### src/hdl/auc_pkg.sv
package auc_pkg;
  localparam int unsigned       AUC_DATA_W      = 9;
  localparam int unsigned       AUC_FIFO_DEPTH  = 16;
  localparam int unsigned       AUC_SYNC_STAGES = 3;
  localparam int unsigned       AUC_NUM_PINS    = 4;
  localparam logic [3:0]        AUC_OS_LAST     = 4'hF;
  localparam logic [3:0]        AUC_OS_MID      = 4'h7;
  localparam logic [2:0]        AUC_DIV8_LAST   = 3'h7;
  localparam logic [4:0]        AUC_DIV32_LAST  = 5'h1F;
  localparam logic [8:0]        AUC_MASK7       = 9'h07F;
  localparam logic [8:0]        AUC_MASK8       = 9'h0FF;
  localparam logic [8:0]        AUC_MASK9       = 9'h1FF;
  localparam logic [3:0]        AUC_BITS7       = 4'h7;
  localparam logic [3:0]        AUC_BITS8       = 4'h8;
  localparam logic [3:0]        AUC_BITS9       = 4'h9;
  localparam logic              AUC_LINE_IDLE   = 1'b1;

  typedef enum logic [1:0] {
    AUC_LEN7 = 2'h0,
    AUC_LEN8 = 2'h1,
    AUC_LEN9 = 2'h2
  } auc_len_t;

  typedef enum logic [1:0] {
    AUC_SRC_UNDIV = 2'h0,
    AUC_SRC_DIV8  = 2'h1,
    AUC_SRC_DIV32 = 2'h2,
    AUC_SRC_LOW   = 2'h3
  } auc_src_t;

  typedef enum logic [1:0] {
    AUC_FLOW_OFF = 2'h0,
    AUC_FLOW_CTS = 2'h1,
    AUC_FLOW_RTS = 2'h2
  } auc_flow_t;

  typedef enum logic [4:0] {
    AUC_IDLE  = 5'h01,
    AUC_START = 5'h02,
    AUC_DATA  = 5'h04,
    AUC_PAR   = 5'h08,
    AUC_STOP  = 5'h10
  } auc_st_t;

  typedef struct packed {
    auc_len_t   char_len;
    logic       two_stop;
    logic       parity_en;
    logic       parity_odd;
    logic       clock_direction_select;
    auc_src_t   src_sel;
    auc_flow_t  flow_mode;
    logic       transmit_irq_source_select;
    logic [7:0] bit_rate_divisor;
  } auc_cfg_t;

  typedef struct packed {
    logic overrun;
    logic framing;
    logic parity;
  } auc_err_t;
endpackage : auc_pkg

### src/hdl/auc_fifo.sv
`timescale 1ns/10ps
module auc_fifo #(
  parameter int unsigned W = 9,
  parameter int unsigned D = 16
) (
  input  wire logic         clock,
  input  wire logic         rst_n,
  input  wire logic [W-1:0] in_data,
  input  wire logic         in_valid,
  output logic              in_ready,
  output logic [W-1:0]      out_data,
  input  wire logic         out_ready,
  output logic              out_valid
);
  localparam int unsigned AW = $clog2(D);

  logic [W-1:0]  mem [D];
  logic [AW-1:0] wr_reg, wr_next, rd_reg, rd_next;
  logic [AW:0]   cnt_reg, cnt_next;
  logic [W-1:0]  out_reg, out_next;
  logic          ov_reg, ov_next;
  logic          push, pop;

  assign in_ready  = cnt_reg != (AW+1)'(D);
  assign out_valid = ov_reg;
  assign out_data  = out_reg;
  assign push      = in_valid && in_ready;
  // output stage refills whenever it is empty or being drained
  assign pop       = (cnt_reg != '0) && (!ov_reg || out_ready);

  always_comb begin
    wr_next  = push ? wr_reg + 1'b1 : wr_reg;
    rd_next  = pop ? rd_reg + 1'b1 : rd_reg;
    cnt_next = cnt_reg + (AW+1)'(push) - (AW+1)'(pop);
    out_next = pop ? mem[rd_reg] : out_reg;
    ov_next  = pop ? 1'b1 : (out_ready ? 1'b0 : ov_reg);
  end

  always_ff @(posedge clock) begin
    if (push) begin
      mem[wr_reg] <= in_data;
    end
  end

  always_ff @(posedge clock or negedge rst_n) begin
    if (!rst_n) begin
      wr_reg  <= '0;
      rd_reg  <= '0;
      cnt_reg <= '0;
      out_reg <= '0;
      ov_reg  <= 1'b0;
    end else begin
      wr_reg  <= wr_next;
      rd_reg  <= rd_next;
      cnt_reg <= cnt_next;
      out_reg <= out_next;
      ov_reg  <= ov_next;
    end
  end
endmodule : auc_fifo

### src/hdl/auc_uart.sv
`timescale 1ns/10ps
module auc_uart (
  input  wire logic              clock,
  input  wire logic              rst_n,
  input  wire auc_pkg::auc_cfg_t cfg,
  input  wire logic              transmit_enable_bit,
  input  wire logic              receive_enable_bit,
  input  wire logic [8:0]        tx_data,
  input  wire logic              tx_valid,
  output logic                   tx_ready,
  output logic                   transmit_buffer_empty_flag,
  output logic                   tx_busy,
  output logic [8:0]             receive_buffer,
  output logic                   rx_full,
  input  wire logic              rx_read,
  output auc_pkg::auc_err_t      err,
  input  wire logic              err_clear,
  output logic                   tx_irq,
  output logic                   rx_irq,
  output logic                   txd,
  input  wire logic              rxd,
  input  wire logic              external_clock_pin,
  input  wire logic              low_speed_clock,
  input  wire logic              flow_control_pin_in,
  output logic                   flow_control_pin_out,
  output logic                   flow_control_pin_oe_n
);

  function automatic logic [8:0] char_mask(auc_pkg::auc_len_t l);
    unique case (l)
      auc_pkg::AUC_LEN7: char_mask = auc_pkg::AUC_MASK7;
      auc_pkg::AUC_LEN8: char_mask = auc_pkg::AUC_MASK8;
      auc_pkg::AUC_LEN9: char_mask = auc_pkg::AUC_MASK9;
      default:           char_mask = auc_pkg::AUC_MASK8;
    endcase
  endfunction : char_mask

  function automatic logic [3:0] char_last(auc_pkg::auc_len_t l);
    unique case (l)
      auc_pkg::AUC_LEN7: char_last = auc_pkg::AUC_BITS7 - 4'h1;
      auc_pkg::AUC_LEN8: char_last = auc_pkg::AUC_BITS8 - 4'h1;
      auc_pkg::AUC_LEN9: char_last = auc_pkg::AUC_BITS9 - 4'h1;
      default:           char_last = auc_pkg::AUC_BITS8 - 4'h1;
    endcase
  endfunction : char_last

  // pins: 0 rxd, 1 external clock, 2 low-speed clock, 3 flow pin
  localparam int unsigned NP = auc_pkg::AUC_NUM_PINS;
  logic [NP-1:0] pin_raw, filt_reg, filt_next, prev_reg;
  logic [auc_pkg::AUC_SYNC_STAGES-1:0] sync_reg [NP];
  assign pin_raw = {flow_control_pin_in, low_speed_clock,
                    external_clock_pin, rxd};

  for (genvar i = 0; i < NP; i++) begin : g_sync
    // a change counts only once the last two stages agree
    assign filt_next[i] = (sync_reg[i][1] == sync_reg[i][2]) ?
                          sync_reg[i][2] : filt_reg[i];
    always_ff @(posedge clock or negedge rst_n) begin
      if (!rst_n) begin
        sync_reg[i] <= '1;
        filt_reg[i] <= 1'b1;
        prev_reg[i] <= 1'b1;
      end else begin
        sync_reg[i] <= {sync_reg[i][1:0], pin_raw[i]};
        filt_reg[i] <= filt_next[i];
        prev_reg[i] <= filt_reg[i];
      end
    end
  end

  logic rx_f, cts_f, ext_edge, low_edge;
  assign rx_f     = filt_reg[0];
  assign cts_f    = filt_reg[3];
  assign ext_edge = filt_reg[1] && !prev_reg[1];
  assign low_edge = filt_reg[2] && !prev_reg[2];

  // bit-rate generator
  logic [4:0] pre_reg, pre_next;
  logic [7:0] div_reg, div_next;
  logic       int_tick, src_tick, os_tick;
  always_comb begin
    pre_next = pre_reg + 5'h01;
    unique case (cfg.src_sel)
      auc_pkg::AUC_SRC_UNDIV: int_tick = 1'b1;
      auc_pkg::AUC_SRC_DIV8:  int_tick = pre_reg[2:0] == auc_pkg::AUC_DIV8_LAST;
      auc_pkg::AUC_SRC_DIV32: int_tick = pre_reg == auc_pkg::AUC_DIV32_LAST;
      auc_pkg::AUC_SRC_LOW:   int_tick = low_edge;
    endcase
    src_tick = cfg.clock_direction_select ? ext_edge : int_tick;
    // a divisor lowered while idle must not wait for an 8-bit wrap
    os_tick  = src_tick && (div_reg >= cfg.bit_rate_divisor);
    div_next = !src_tick ? div_reg : (os_tick ? 8'h00 : div_reg + 8'h01);
  end
  always_ff @(posedge clock or negedge rst_n) begin
    if (!rst_n) begin
      pre_reg <= 5'h00;
      div_reg <= 8'h00;
    end else begin
      pre_reg <= pre_next;
      div_reg <= div_next;
    end
  end

  // transmit path: fifo feeds the transmit buffer
  logic [8:0] fifo_data;
  logic       fifo_valid, tb_full_reg, tb_full_next;
  logic [8:0] tb_reg, tb_next;
  auc_fifo #(.W(auc_pkg::AUC_DATA_W), .D(auc_pkg::AUC_FIFO_DEPTH)) u_fifo (
    .clock     (clock),
    .rst_n     (rst_n),
    .in_data   (tx_data),
    .in_valid  (tx_valid),
    .in_ready  (tx_ready),
    .out_data  (fifo_data),
    .out_ready (!tb_full_reg),
    .out_valid (fifo_valid)
  );

  auc_pkg::auc_st_t tx_st_reg, tx_st_next;
  logic [3:0] tx_cnt_reg, tx_cnt_next, tx_bit_reg, tx_bit_next;
  logic [8:0] tx_sh_reg, tx_sh_next;
  logic       tx_par_reg, tx_par_next, tx_stp_reg, tx_stp_next;
  logic       txd_reg, txd_next, tx_irq_reg, tx_irq_next;
  logic       cts_ok, tx_load, tx_end, tx_done;

  // flow pin ignored unless CTS is chosen
  assign cts_ok  = (cfg.flow_mode != auc_pkg::AUC_FLOW_CTS) || !cts_f;
  assign tx_load = (tx_st_reg == auc_pkg::AUC_IDLE) && transmit_enable_bit
                   && tb_full_reg && cts_ok;
  assign tx_end  = os_tick && (tx_cnt_reg == auc_pkg::AUC_OS_LAST);
  assign tx_done = tx_end && (tx_st_reg == auc_pkg::AUC_STOP) &&
                   (!cfg.two_stop || tx_stp_reg);

  always_comb begin
    tb_full_next = tx_load ? 1'b0 : (fifo_valid ? 1'b1 : tb_full_reg);
    tb_next      = (!tb_full_reg && fifo_valid) ? fifo_data : tb_reg;
    tx_st_next   = tx_st_reg;
    tx_cnt_next  = os_tick ? tx_cnt_reg + 4'h1 : tx_cnt_reg;
    tx_bit_next  = tx_bit_reg;
    tx_sh_next   = tx_sh_reg;
    tx_par_next  = tx_par_reg;
    tx_stp_next  = tx_stp_reg;
    tx_irq_next  = (tx_load && !cfg.transmit_irq_source_select) ||
                   (tx_done && cfg.transmit_irq_source_select);
    unique case (tx_st_reg)
      auc_pkg::AUC_IDLE: begin
        tx_cnt_next = 4'h0;
        if (tx_load) begin
          tx_st_next  = auc_pkg::AUC_START;
          tx_sh_next  = tb_reg & char_mask(cfg.char_len);
          tx_par_next = ^(tb_reg & char_mask(cfg.char_len))
                        ^ cfg.parity_odd;
        end
      end
      auc_pkg::AUC_START: if (tx_end) begin
        tx_st_next  = auc_pkg::AUC_DATA;
        tx_bit_next = 4'h0;
      end
      auc_pkg::AUC_DATA: if (tx_end) begin
        tx_sh_next  = {1'b0, tx_sh_reg[8:1]};
        tx_bit_next = tx_bit_reg + 4'h1;
        tx_stp_next = 1'b0;
        if (tx_bit_reg == char_last(cfg.char_len)) begin
          tx_st_next = cfg.parity_en ? auc_pkg::AUC_PAR
                                     : auc_pkg::AUC_STOP;
        end
      end
      auc_pkg::AUC_PAR: if (tx_end) begin
        tx_st_next = auc_pkg::AUC_STOP;
      end
      auc_pkg::AUC_STOP: if (tx_end) begin
        tx_stp_next = 1'b1;
        if (tx_done) begin
          tx_st_next = auc_pkg::AUC_IDLE;
        end
      end
    endcase
    unique case (tx_st_next)
      auc_pkg::AUC_START: txd_next = 1'b0;
      auc_pkg::AUC_DATA:  txd_next = tx_sh_next[0];
      auc_pkg::AUC_PAR:   txd_next = tx_par_next;
      default:            txd_next = auc_pkg::AUC_LINE_IDLE;
    endcase
  end

  always_ff @(posedge clock or negedge rst_n) begin
    if (!rst_n) begin
      tb_full_reg <= 1'b0;
      tb_reg      <= 9'h000;
      tx_st_reg   <= auc_pkg::AUC_IDLE;
      tx_cnt_reg  <= 4'h0;
      tx_bit_reg  <= 4'h0;
      tx_sh_reg   <= 9'h000;
      tx_par_reg  <= 1'b0;
      tx_stp_reg  <= 1'b0;
      txd_reg     <= auc_pkg::AUC_LINE_IDLE;
      tx_irq_reg  <= 1'b0;
    end else begin
      tb_full_reg <= tb_full_next;
      tb_reg      <= tb_next;
      tx_st_reg   <= tx_st_next;
      tx_cnt_reg  <= tx_cnt_next;
      tx_bit_reg  <= tx_bit_next;
      tx_sh_reg   <= tx_sh_next;
      tx_par_reg  <= tx_par_next;
      tx_stp_reg  <= tx_stp_next;
      txd_reg     <= txd_next;
      tx_irq_reg  <= tx_irq_next;
    end
  end

  // receive path
  auc_pkg::auc_st_t rx_st_reg, rx_st_next;
  logic [3:0] rx_cnt_reg, rx_cnt_next, rx_bit_reg, rx_bit_next;
  logic [8:0] rx_sh_reg, rx_sh_next, rb_reg, rb_next;
  logic       rx_stp_reg, rx_stp_next, rx_pe_reg, rx_pe_next;
  logic       rx_fe_reg, rx_fe_next, full_reg, full_next;
  logic       rx_irq_reg, rx_irq_next, rx_end, rx_last, ovr_set;
  auc_pkg::auc_err_t err_reg, err_next;

  // counter restarts at mid-start, so each later wrap lands mid-bit
  assign rx_end = os_tick && (rx_cnt_reg == auc_pkg::AUC_OS_LAST);

  always_comb begin
    rx_st_next  = rx_st_reg;
    rx_cnt_next = os_tick ? rx_cnt_reg + 4'h1 : rx_cnt_reg;
    rx_bit_next = rx_bit_reg;
    rx_sh_next  = rx_sh_reg;
    rx_stp_next = rx_stp_reg;
    rx_pe_next  = rx_pe_reg;
    rx_fe_next  = rx_fe_reg;
    rx_last     = 1'b0;
    ovr_set     = 1'b0;
    unique case (rx_st_reg)
      auc_pkg::AUC_IDLE: begin
        rx_cnt_next = 4'h0;
        if (receive_enable_bit && prev_reg[0] && !rx_f) begin
          rx_st_next = auc_pkg::AUC_START;
        end
      end
      auc_pkg::AUC_START: if (os_tick &&
                              rx_cnt_reg == auc_pkg::AUC_OS_MID) begin
        rx_cnt_next = 4'h0;
        rx_bit_next = 4'h0;
        rx_sh_next  = 9'h000;
        rx_pe_next  = 1'b0;
        rx_fe_next  = 1'b0;
        rx_stp_next = 1'b0;
        // glitch shorter than half a bit is dropped
        rx_st_next  = rx_f ? auc_pkg::AUC_IDLE : auc_pkg::AUC_DATA;
      end
      auc_pkg::AUC_DATA: if (rx_end) begin
        rx_sh_next[rx_bit_reg] = rx_f;
        rx_bit_next = rx_bit_reg + 4'h1;
        if (rx_bit_reg == char_last(cfg.char_len)) begin
          rx_st_next = cfg.parity_en ? auc_pkg::AUC_PAR
                                     : auc_pkg::AUC_STOP;
          ovr_set    = !cfg.parity_en && !cfg.two_stop && full_reg;
        end
      end
      auc_pkg::AUC_PAR: if (rx_end) begin
        rx_pe_next = (^rx_sh_reg ^ rx_f) != cfg.parity_odd;
        rx_st_next = auc_pkg::AUC_STOP;
        ovr_set    = !cfg.two_stop && full_reg;
      end
      auc_pkg::AUC_STOP: if (rx_end) begin
        rx_fe_next  = rx_fe_reg || !rx_f;
        rx_stp_next = 1'b1;
        if (cfg.two_stop && !rx_stp_reg) begin
          ovr_set = full_reg;
        end else begin
          rx_last    = 1'b1;
          rx_st_next = auc_pkg::AUC_IDLE;
        end
      end
    endcase
    rx_irq_next = rx_last && !full_reg;
    rb_next     = rx_irq_next ? rx_sh_next : rb_reg;
    full_next   = rx_irq_next || (full_reg && !rx_read);
    // set beats a clear arriving in the same cycle
    err_next.overrun = ovr_set || (err_reg.overrun && !err_clear);
    err_next.framing = (rx_last && rx_fe_next) ||
                       (err_reg.framing && !err_clear);
    err_next.parity  = (rx_last && rx_pe_reg && cfg.parity_en) ||
                       (err_reg.parity && !err_clear);
  end

  always_ff @(posedge clock or negedge rst_n) begin
    if (!rst_n) begin
      rx_st_reg  <= auc_pkg::AUC_IDLE;
      rx_cnt_reg <= 4'h0;
      rx_bit_reg <= 4'h0;
      rx_sh_reg  <= 9'h000;
      rx_stp_reg <= 1'b0;
      rx_pe_reg  <= 1'b0;
      rx_fe_reg  <= 1'b0;
      rb_reg     <= 9'h000;
      full_reg   <= 1'b0;
      rx_irq_reg <= 1'b0;
      err_reg    <= '0;
    end else begin
      rx_st_reg  <= rx_st_next;
      rx_cnt_reg <= rx_cnt_next;
      rx_bit_reg <= rx_bit_next;
      rx_sh_reg  <= rx_sh_next;
      rx_stp_reg <= rx_stp_next;
      rx_pe_reg  <= rx_pe_next;
      rx_fe_reg  <= rx_fe_next;
      rb_reg     <= rb_next;
      full_reg   <= full_next;
      rx_irq_reg <= rx_irq_next;
      err_reg    <= err_next;
    end
  end

  assign txd                        = txd_reg;
  assign tx_irq                     = tx_irq_reg;
  assign rx_irq                     = rx_irq_reg;
  assign transmit_buffer_empty_flag = !tb_full_reg;
  assign tx_busy                    = tx_st_reg != auc_pkg::AUC_IDLE;
  assign receive_buffer             = rb_reg;
  assign rx_full                    = full_reg;
  assign err                        = err_reg;
  // ready to receive drives the pin low
  assign flow_control_pin_out   = full_reg || !receive_enable_bit;
  assign flow_control_pin_oe_n  = cfg.flow_mode != auc_pkg::AUC_FLOW_RTS;
endmodule : auc_uart

### config.mk
export PLATFORM = sky130hd
export DESIGN_NAME = auc_uart
export DESIGN_NICKNAME = d
export VERILOG_FILES = /design/src/hdl/auc_pkg.sv /design/src/hdl/auc_fifo.sv /design/src/hdl/auc_uart.sv
export SDC_FILE = /design/constraint.sdc
export NUM_CORES = 1
export LEC_CHECK = 0
export BUFFER_PORTS_ARGS = -buffer_cell sky130_fd_sc_hd__buf_2
export CORE_MARGIN = 4
export CORE_UTILIZATION = 57
export DETAILED_ROUTE_END_ITERATION = 10
export GPL_ROUTABILITY_DRIVEN = 0
export PLACE_DENSITY = 0.77
export SLEW_MARGIN = 30
export SYNTH_ARGS = -nofsm -noshare
export SYNTH_HDL_FRONTEND = slang
export SYNTH_HIERARCHICAL = 1
export SYNTH_SLANG_ARGS = --single-unit
### constraint.sdc
create_clock -name clock -period 4.9 [get_ports clock]
set_input_delay 0.98 -clock clock [delete_from_list [all_inputs] [get_ports clock]]
set_output_delay 0.98 -clock clock [all_outputs]
set_load 0.1 [all_outputs]
==> results_dict.tcl, run 1 <==
set metrics [dict create \
    ys_warn_count 6 \
    path_clk_slew_ns 0.06 \
    rr_endpoint "u_fifo/cnt_reg[4]" \
    crit_path_start "u_fifo/cnt_reg[3]" \
    start_util_pct 58.4 \
    cp-start-kind "register" \
    wire_per_inst_um 18.2 \
    dp.cells 1142 \
    async_reset_ff_share_pct 47.4 \
    postLayoutCoreUtil_pct 65.5 \
    die_y_um 153 \
    max_slew_margin_pct 33.9 \
    largest_reg_flops 144 \
    crit_type "register to register" \
    postCtsHoldBufs 0 \
    finalSetupViolCount 0 \
    yosys-top-cells-count "144 x edfxtp_1, 108 x dfrtp_1, 59 x nand2_1" \
    finalSetupTns_ns 0 \
    period_needed_ns 3.32 \
    antenna_found_initial 0 \
    insertedDiodeCount 0 \
    reg2reg_slack_ns 1.58 \
    yosysTopAreaCell "edfxtp_1" \
    drcViolationCount 0 \
    cts_tree "done" \
    postCtsSetupBuffers 0 \
    nNetsFinal 971 \
    p_leak_uw 0.00533 \
    yosysMostFrequentCell "edfxtp_1" \
    drive_gt1_share_pct 22.5 \
    final_cells 1191 \
    period_share_pct 67.8 \
    grt_use_met1_pct 25.2 \
    r2r-start "u_fifo/cnt_reg[3]" \
    synthCells 835 \
    power.total_uw 5670 \
    cts_resized 0 \
    multi_input_area_um2 4010 \
    cp.required_ns 5.34 \
    io_pins 60 \
    synth_edf_count 144 \
    vias 6832 \
    use_met2_pct 32.3 \
    htreeDepth 1 \
    ys_seq_elements 274 \
    worstHoldPathType "register to register" \
    grtUsageTotal_pct 18.7 \
    tightest_slew_ns 0.988 \
    cts_root_buf "clkbuf_16" \
    clockBufferDepth 3 \
    cts_buffers 27 \
    die-area_um2 23300 \
    clk_latency_ns 0.53 \
    area_growth_pct 12.3 \
    synthFlopType "edfxtp_1" \
    top_usage_layer "met2" \
    dieWidth_um 153 \
    synth_cell_types 74 \
    drv_slew 0 \
    rsz0062_at_grt "no" \
    hold_viol_final 0 \
    grt-ovfl-total 0 \
    grt_max_degree 92 \
    placementRows 52 \
    syn_avg_cell_area_um2 14.3 \
    grt_use_met3_pct 2.98 \
    grt_pass1_vias 7124 \
    dp_hpwl_um 14800 \
    io_buffers 59 \
    ant_nets 0 \
    dr.pass1.iters 5 \
    cts.sinks 274 \
    rr_worst_depth 14 \
    synth_top_area_share_pct 36.3 \
    critPathCaptureType "register" \
    ys_seq_area_share_pct 63.8 \
    routed_wl_um 21600 \
    ir_worst_vdd_mv 0.294 \
    hold_slack_ns 0.352 \
    cellPowerDensity_nw_per_um2 424 \
    grt_pass1_wl_um 36100 \
    viasPerCell 5.74 \
    num-fill-cells 1482 \
    cp_max_fo 20 \
    yosys-top-cells-area "edfxtp_1 36%, dfrtp_1 23%, mux4_2 7.0%" \
    arrival_ns 3.76 \
    drt-initial-drc-count 367 \
    critical_path.endpoint "u_fifo/cnt_reg[4]" \
    core_um2 20400 \
    register_area_um2 7610 \
    skew_ns 0.0133 \
    synth_area_um2 11900 \
    status "complete, no violations" \
    max_freq_ghz 0.301 \
    drv_cap 0 \
    syn-num-nets 905 \
]
==> kinds of logic after synthesis <==
kind of cell | count (synthesis) | synth area share, %
DFF | 274 | 63.8
and+or+nand+nor | 216 | 9.91
AOI/OAI and AO/OA | 122 | 7.14
buffers and inverters | 79 | 2.79
muxes | 67 | 9.65
xor gates and xnor gates | 42 | 3.08
adders and majority gates | 35 | 3.65
==> area by class of cell <==
cell class,instances,area share (%)
clock buffers,37,5.63
clock inverters,12,1.04
inverters,51,1.43
multi-input cells,482,30.0
flip-flops and latches,274,56.8
well taps,270,2.52
repair buffers,65,2.59
==> worst min-delay path by stage <==
stage / endpoint / cells past startpoint / from / slack (ns)
after floorplan: sync_reg[10] / 0 / sync_reg[9] / 0.35
after global placement: sync_reg[4] / 0 / sync_reg[3] / 0.35
after detailed placement: sync_reg[4] / 0 / sync_reg[3] / 0.35
after CTS: sync_reg[10] / 0 / sync_reg[9] / 0.35
after global routing: sync_reg[10] / 0 / sync_reg[9] / 0.36
final: sync_reg[10] / 0 / sync_reg[9] / 0.35
==> report_power, final <==
group	switching, uW	internal, uW
Clock	822	1230
Combinational	460	327
Sequential	154	2680
Total	1440	4240
==> critical path, stage by stage (launching register included) <==
cell and delay (ns):
dfrtp_1 0.38, inv_1 0.08, ha_1 0.15, nor4b_1 0.33
nand2b_1 0.66, inv_1 0.22, ha_1 0.34, inv_1 0.06
ha_1 0.15, inv_1 0.05, fa_1 0.39, inv_1 0.07
a21oi_1 0.06, o21bai_1 0.15, xnor2_1 0.13
==> per-stage QoR <==
stage / setup slack [ns] / cell area (um2)
4_1_cts: 1.52 / 13400
3_3_place_gp: 1.44 / 12500
3_5_place_dp: 1.39 / 12500
5_1_grt: 1.25 / 13400
2_1_floorplan: 1.20 / 11900
6_report: 1.58 / 13400
==> per-layer routing <==
metal	part of all wire, %	routed length (um)
met1	43	9270
met2	52	11200
met3	3.7	808
met4	1.9	413
met5	0	0
==> layout by cell type (no fill, tap or decap), types with 7 or more instances in the layout <==
cell type	count
and2_1	12
nand2b_1	12
a211oi_1	10
and3_1	9
ha_1	30
dfstp_2	22
buf_2	58
o31ai_1	7
mux4_2	37
o22ai_1	10
edfxtp_1	144
mux2_2	14
xnor2_1	30
xor2_1	12
clkbuf_16	27
inv_1	50
nand4_1	8
a22oi_1	8
nor2_1	41
a21oi_1	14
dfrtp_1	107
mux2i_1	16
a21o_1	11
nand3_1	30
o21ai_0	34
nand2_1	59
Power figures use the tool's default switching activity.
==> inputs of run 2 (changes only) <==
- clock period: 4.9 -> 3.45 ns (I/O delays scaled with it)
==> run 2 against run 1 <==
- die area unchanged
- routed wire length up 2.0%
- clock-buffer cell count down 2
- final area up 1.2%
- via count up 1.1%
- sequential power up 42%
- worst setup slack worse by 1.2 ns
==> results_dict.tcl, run 2 (synthesis results as in run 1) <==
set metrics [dict create \
    status "complete, no violations" \
    cp-start-kind "register" \
    hold_viol_final 0 \
    area_growth_pct 13.6 \
    io_pins 60 \
    clockBufferDepth 3 \
    cts_root_buf "clkbuf_16" \
    viasPerCell 5.75 \
    crit_path_start "pre_reg[0]" \
    grtUsageTotal_pct 19.4 \
    grt_max_degree 77 \
    wl_met1_um 9560 \
    core_um2 20400 \
    cp_max_fo 8 \
    insertedDiodeCount 0 \
    place_ws_ns 0.266 \
    period_share_pct 87.7 \
    rsz0062_at_grt "no" \
    p_sw_uw 2090 \
    multi_input_area_um2 4000 \
    cts.sinks 274 \
    skew_ns 0.0168 \
    finalSetupViolCount 0 \
    finalSetupTns_ns 0 \
    drv_slew 0 \
    drive_gt1_share_pct 23.4 \
    routed_wl_um 22100 \
    worst_slack_ns 0.424 \
    drcViolationCount 0 \
    path_clk_slew_ns 0.06 \
    wl_met2_um 11000 \
    cellPowerDensity_nw_per_um2 616 \
    critPathCaptureType "register" \
    p_leak_uw 0.00541 \
    postCtsHoldBufs 0 \
    cts_tree "done" \
    drt-initial-drc-count 452 \
    arrival_ns 3.49 \
    num-fill-cells 1445 \
    worstHoldPathType "input pin to asynchronous set/reset pin" \
    max_slew_margin_pct 35.4 \
    drv_cap 0 \
    netSwitchingFraction_pct 25.1 \
    ir_worst_vdd_mv 0.525 \
    postCtsSetupBuffers 0 \
    largest_reg_flops 144 \
    p_comb_share_pct 13.6 \
    pwr-share-seq_pct 48.1 \
    clk_latency_ns 0.55 \
    cp.required_ns 3.91 \
    tightest_slew_ns 0.965 \
    die-area_um2 23300 \
    dp_hpwl_um 15100 \
    period_needed_ns 3.03 \
    rr_endpoint "txd" \
    vias 6908 \
    cts_resized 0 \
    io_buffers 59 \
    rr_worst_depth 11 \
    mostFrequentLayoutCell "edfxtp_1" \
    crit_type "register to register" \
    ant_nets 0 \
    critical_path.endpoint "txd" \
    intPower_uw 6260 \
    htreeDepth 1 \
    grt_pass1_vias 7130 \
    dieWidth_um 153 \
    dr.pass1.iters 7 \
    reg2reg_slack_ns 0.42 \
    placementRows 52 \
    cts_buffers 28 \
    nNetsFinal 979 \
    start_util_pct 58.4 \
    final_cell_mix "144 x edfxtp_1, 106 x dfrtp_1, 59 x nand2_1" \
    register_area_um2 7610 \
    antenna_found_initial 0 \
    wire_per_inst_um 18.4 \
    die_y_um 153 \
    wl_met3_um 978 \
    top_layer "met4" \
    grt_pass1_wl_um 37400 \
    max_freq_ghz 0.331 \
    r2r-start "pre_reg[0]" \
    grt-ovfl-total 0 \
    power.clock.fraction_pct 38.4 \
]
-- run 2: layer usage --
layer	vias up	GRT usage (%)
li1	3223	-
met1	3477	26.9
met2	162	32.5
met3	46	3.29
met4	0	4.96
met5	-	0
-- run 2: worst min path at each step --
stage | start | end | slack (ns) | cells after the start
after floorplan | sync_reg[9] | sync_reg[10] | 0.35 | 0
after global placement | sync_reg[6] | sync_reg[7] | 0.35 | 0
after detailed placement | sync_reg[6] | sync_reg[7] | 0.35 | 0
after CTS | rst_n | u_fifo/cnt_reg[2] | 0.18 | 1
after global routing | rst_n | u_fifo/wr_reg[3] | 0.21 | 1
final | rst_n | pre_reg[4] | 0.17 | 1
-- run 2: power groups by stage --
stage / sequential, uW / combinational, uW / clock [uW]
final: 4010 / 1130 / 3200
after global routing: 4050 / 1300 / 3430
after CTS: 4010 / 1150 / 3280
after detailed placement: 4070 / 1140 / 0
after global placement: 4060 / 1100 / 0
after floorplan: 3990 / 870 / 0
-- run 2: critical path, cell delays in order (launching register included) --
cell,delay (ns)
dfrtp_1,0.38
ha_1,0.18
and3_1,0.17
ha_1,0.15
nor4b_2,0.05
a21oi_2,0.15
and3_1,0.34
and3_1,0.42
a21oi_2,0.18
a221o_1,0.35
o32a_1,0.29
a2111o_1,0.28
-- run 2: final cells by class --
class / count / area share [%]
sequential: 274 / 56.1
tap: 270 / 2.49
clock inverter: 17 / 1.87
multi-input combinational: 482 / 29.5
clock buffer: 35 / 5.44
timing repair buffer: 72 / 3.13
inverter: 51 / 1.41
-- run 2: per-stage QoR --
step                      area (um2)  std cells  power (uW)  util, %  hold slack [ns]
after global placement         12600       1149        5160     61.5            0.348
after detailed placement       12600       1149        5210     61.5            0.348
final                          13500       1201        8350     66.3            0.166
after CTS                      13500       1201        8440     66.3            0.181
after floorplan                11900        835        4860        -            0.345
after global routing           13500       1201        8780     66.3            0.205
==> inputs of run 3 (changes only) <==
- SYNTH_HIERARCHICAL: 1 -> default
==> run 3 against run 2 <==
- routed wire length shrank 2.0%
- largest cell class unchanged
- via count shrank 3.3%
- worst setup slack gained 0.13 ns
- final area shrank 1.9%
- hold slack lost 0.078 ns
- largest power group unchanged
- global-route usage grew 0.14 points
- critical endpoint is now receive_buffer[1]
==> results_dict.tcl, run 3 <==
set metrics [dict create \
    status "complete, no violations" \
    die-area_um2 22900 \
    viasPerCell 5.70 \
    grtUsageTotal_pct 19.6 \
    ys_warn_count 0 \
    period_share_pct 83.9 \
    path_clk_slew_ns 0.06 \
    synth_fa_ha_area_share_pct 3.72 \
    worstHoldPathType "input pin to asynchronous set/reset pin" \
    async_reset_ff_share_pct 47.4 \
    postCtsSetupBuffers 0 \
    routed_wl_um 21600 \
    placementRows 52 \
    p_leak_uw 0.00537 \
    reg2reg_slack_ns 0.56 \
    period_needed_ns 2.89 \
    ys_seq_area_share_pct 65.0 \
    power.total_uw 7890 \
    grt_pass1_wl_um 35200 \
    drv_cap 0 \
    syn-num-nets 875 \
    synthFlopType "edfxtp_1" \
    yosysTopAreaCell "edfxtp_1" \
    syn_avg_cell_area_um2 14.5 \
    dieWidth_um 151 \
    grt_pass1_vias 6738 \
    io_buffers 59 \
    cp-start-kind "register" \
    cp_top_family "simple AND/OR/NAND/NOR gates" \
    cellPowerDensity_nw_per_um2 594 \
    crit_type "register to register" \
    mostFrequentLayoutCell "edfxtp_1" \
    crit_path_start "pre_reg[0]" \
    die_y_um 151 \
    critPathCaptureType "register" \
    final_cells 1172 \
    cp_max_fo 8 \
    vias 6682 \
    worst_slack_ns 0.557 \
    yosys-top-cells-count "144 x edfxtp_1, 108 x dfrtp_1, 96 x nand2_1" \
    r2r-start "pre_reg[0]" \
    grt_max_degree 82 \
    synth_cell_types 71 \
    clockBufferDepth 3 \
    dr.pass1.iters 5 \
    finalSetupTns_ns 0 \
    skew_ns 0.0220 \
    largest_reg_flops 144 \
    drv_slew 0 \
    area_growth_pct 13.7 \
    antenna_found_initial 0 \
    synthCells 805 \
    max_freq_ghz 0.346 \
    synth_edf_count 144 \
    final_cell_mix "144 x edfxtp_1, 107 x dfrtp_1, 96 x nand2_1" \
    ant_nets 0 \
    synth_top_area_share_pct 37.0 \
    drcViolationCount 0 \
    critPathBufInv 0 \
    clk_latency_ns 0.55 \
    ys_seq_elements 274 \
    grt-ovfl-total 0 \
    cts_tree "done" \
    tightest_slew_ns 0.910 \
    synth_mux_area_share_pct 10.8 \
    slowest_stage "nor3_2" \
    synth_simple_gate_area_share_pct 9.52 \
    drt-initial-drc-count 368 \
    start_util_pct 57.8 \
    ir_worst_vdd_mv 0.563 \
    htreeDepth 1 \
    postCtsHoldBufs 0 \
    place_ws_ns 0.254 \
    arrival_ns 3.32 \
    yosys-top-cells-area "edfxtp_1 37%, dfrtp_1 23%, mux4_2 8.7%" \
    synth_xor_area_share_pct 3.15 \
    yosysMostFrequentCell "edfxtp_1" \
    synth_compound_area_share_pct 5.76 \
    nNetsFinal 951 \
    io_pins 60 \
    worstPathCellList "ha_1 -> and3_1 -> ha_1 -> nor4b_1 -> a21oi_1 -> o211a_1 -> and3b_1 -> nand2_1 -> nor3_2 -> a21oi_1 -> mux2_2" \
    cp.required_ns 3.88 \
    synth_top_family_by_area "multiplexers" \
    cts_buffers 28 \
    wire_per_inst_um 18.4 \
    finalSetupViolCount 0 \
    max_slew_margin_pct 39.1 \
    dp.cells 1121 \
    hold_viol_final 0 \
    cts_root_buf "clkbuf_16" \
    max_stage_delay_ns 0.46 \
    drive_gt1_share_pct 24.7 \
    synth_area_um2 11700 \
    hold_slack_ns 0.0874 \
    core_um2 20200 \
    rsz0062_at_grt "no" \
    cts.sinks 274 \
    cts_resized 0 \
    insertedDiodeCount 0 \
    dp_hpwl_um 14200 \
]
run 3: changes by cell type after synthesis, moves of 6 or more:
cell and change:
nand2_1 +37, nor3_1 +8, o22ai_1 -7, inv_1 -15, mux2i_1 -14, mux2_2 +6, mux4_2 +8, nand3_1 -15
buf_2 -7, nor2_1 +9, a211oi_1 -9, o21ai_0 -8, and2_1 -8
run 3: logic make-up (layout without fill, tap and decap cells):
logic type	Yosys count	in the layout
buf+inv	59	156
flops	274	274
simple gates	231	231
fa+ha+maj	35	35
compound gates	97	97
mux	67	67
xor+xnor	42	42
run 3: through the flow:
stage               util (%)  instance area, um2
CTS                     65.7               13300
detailed placement      61.0               12300
global placement        61.0               12300
finish                  65.7               13300
floorplan                  -               11700
global route            65.7               13300
run 3: final timing paths:
check,end,cells after the start
min in group clock,sync_reg[9],1
max in group asynchronous,prev_reg[0],2
max reg2reg,receive_buffer[1],11
min,u_fifo.wr_reg[2],1
max,receive_buffer[1],11
min reg2reg,sync_reg[10],0
run 3: per-layer routing:
metal	track usage (%)	part of all wire (%)
met5	0	0
met1	26.5	43
met4	4.90	2.2
met3	3.20	4.5
met2	33.4	51
run 3: final cells by class:
cell class / instances / area [um2]
Inverter: 35 / 131
Timing Repair Buffer: 70 / 409
Clock inverter: 9 / 86.3
Fill cell: 1433 / 6940
Tap cell: 270 / 338
Clock buffer: 42 / 875
Multi-Input combinational cell: 472 / 3850
Sequential cell: 274 / 7610
run 3: where the power goes:
group | internal (uW) | total [uW] | switching, uW
combinational | 360 | 871 | 510
sequential | 3780 | 3970 | 194
clock | 1820 | 3050 | 1230
total | 5960 | 7890 | 1930
run 3: worst reg2reg max path: stages (launching register included):
cell	delay, ns
dfrtp_1	0.37
ha_1	0.17
and3_1	0.16
ha_1	0.14
nor4b_1	0.05
a21oi_1	0.22
o211a_1	0.28
and3b_1	0.31
nand2_1	0.18
nor3_2	0.46
a21oi_1	0.17
mux2_2	0.28
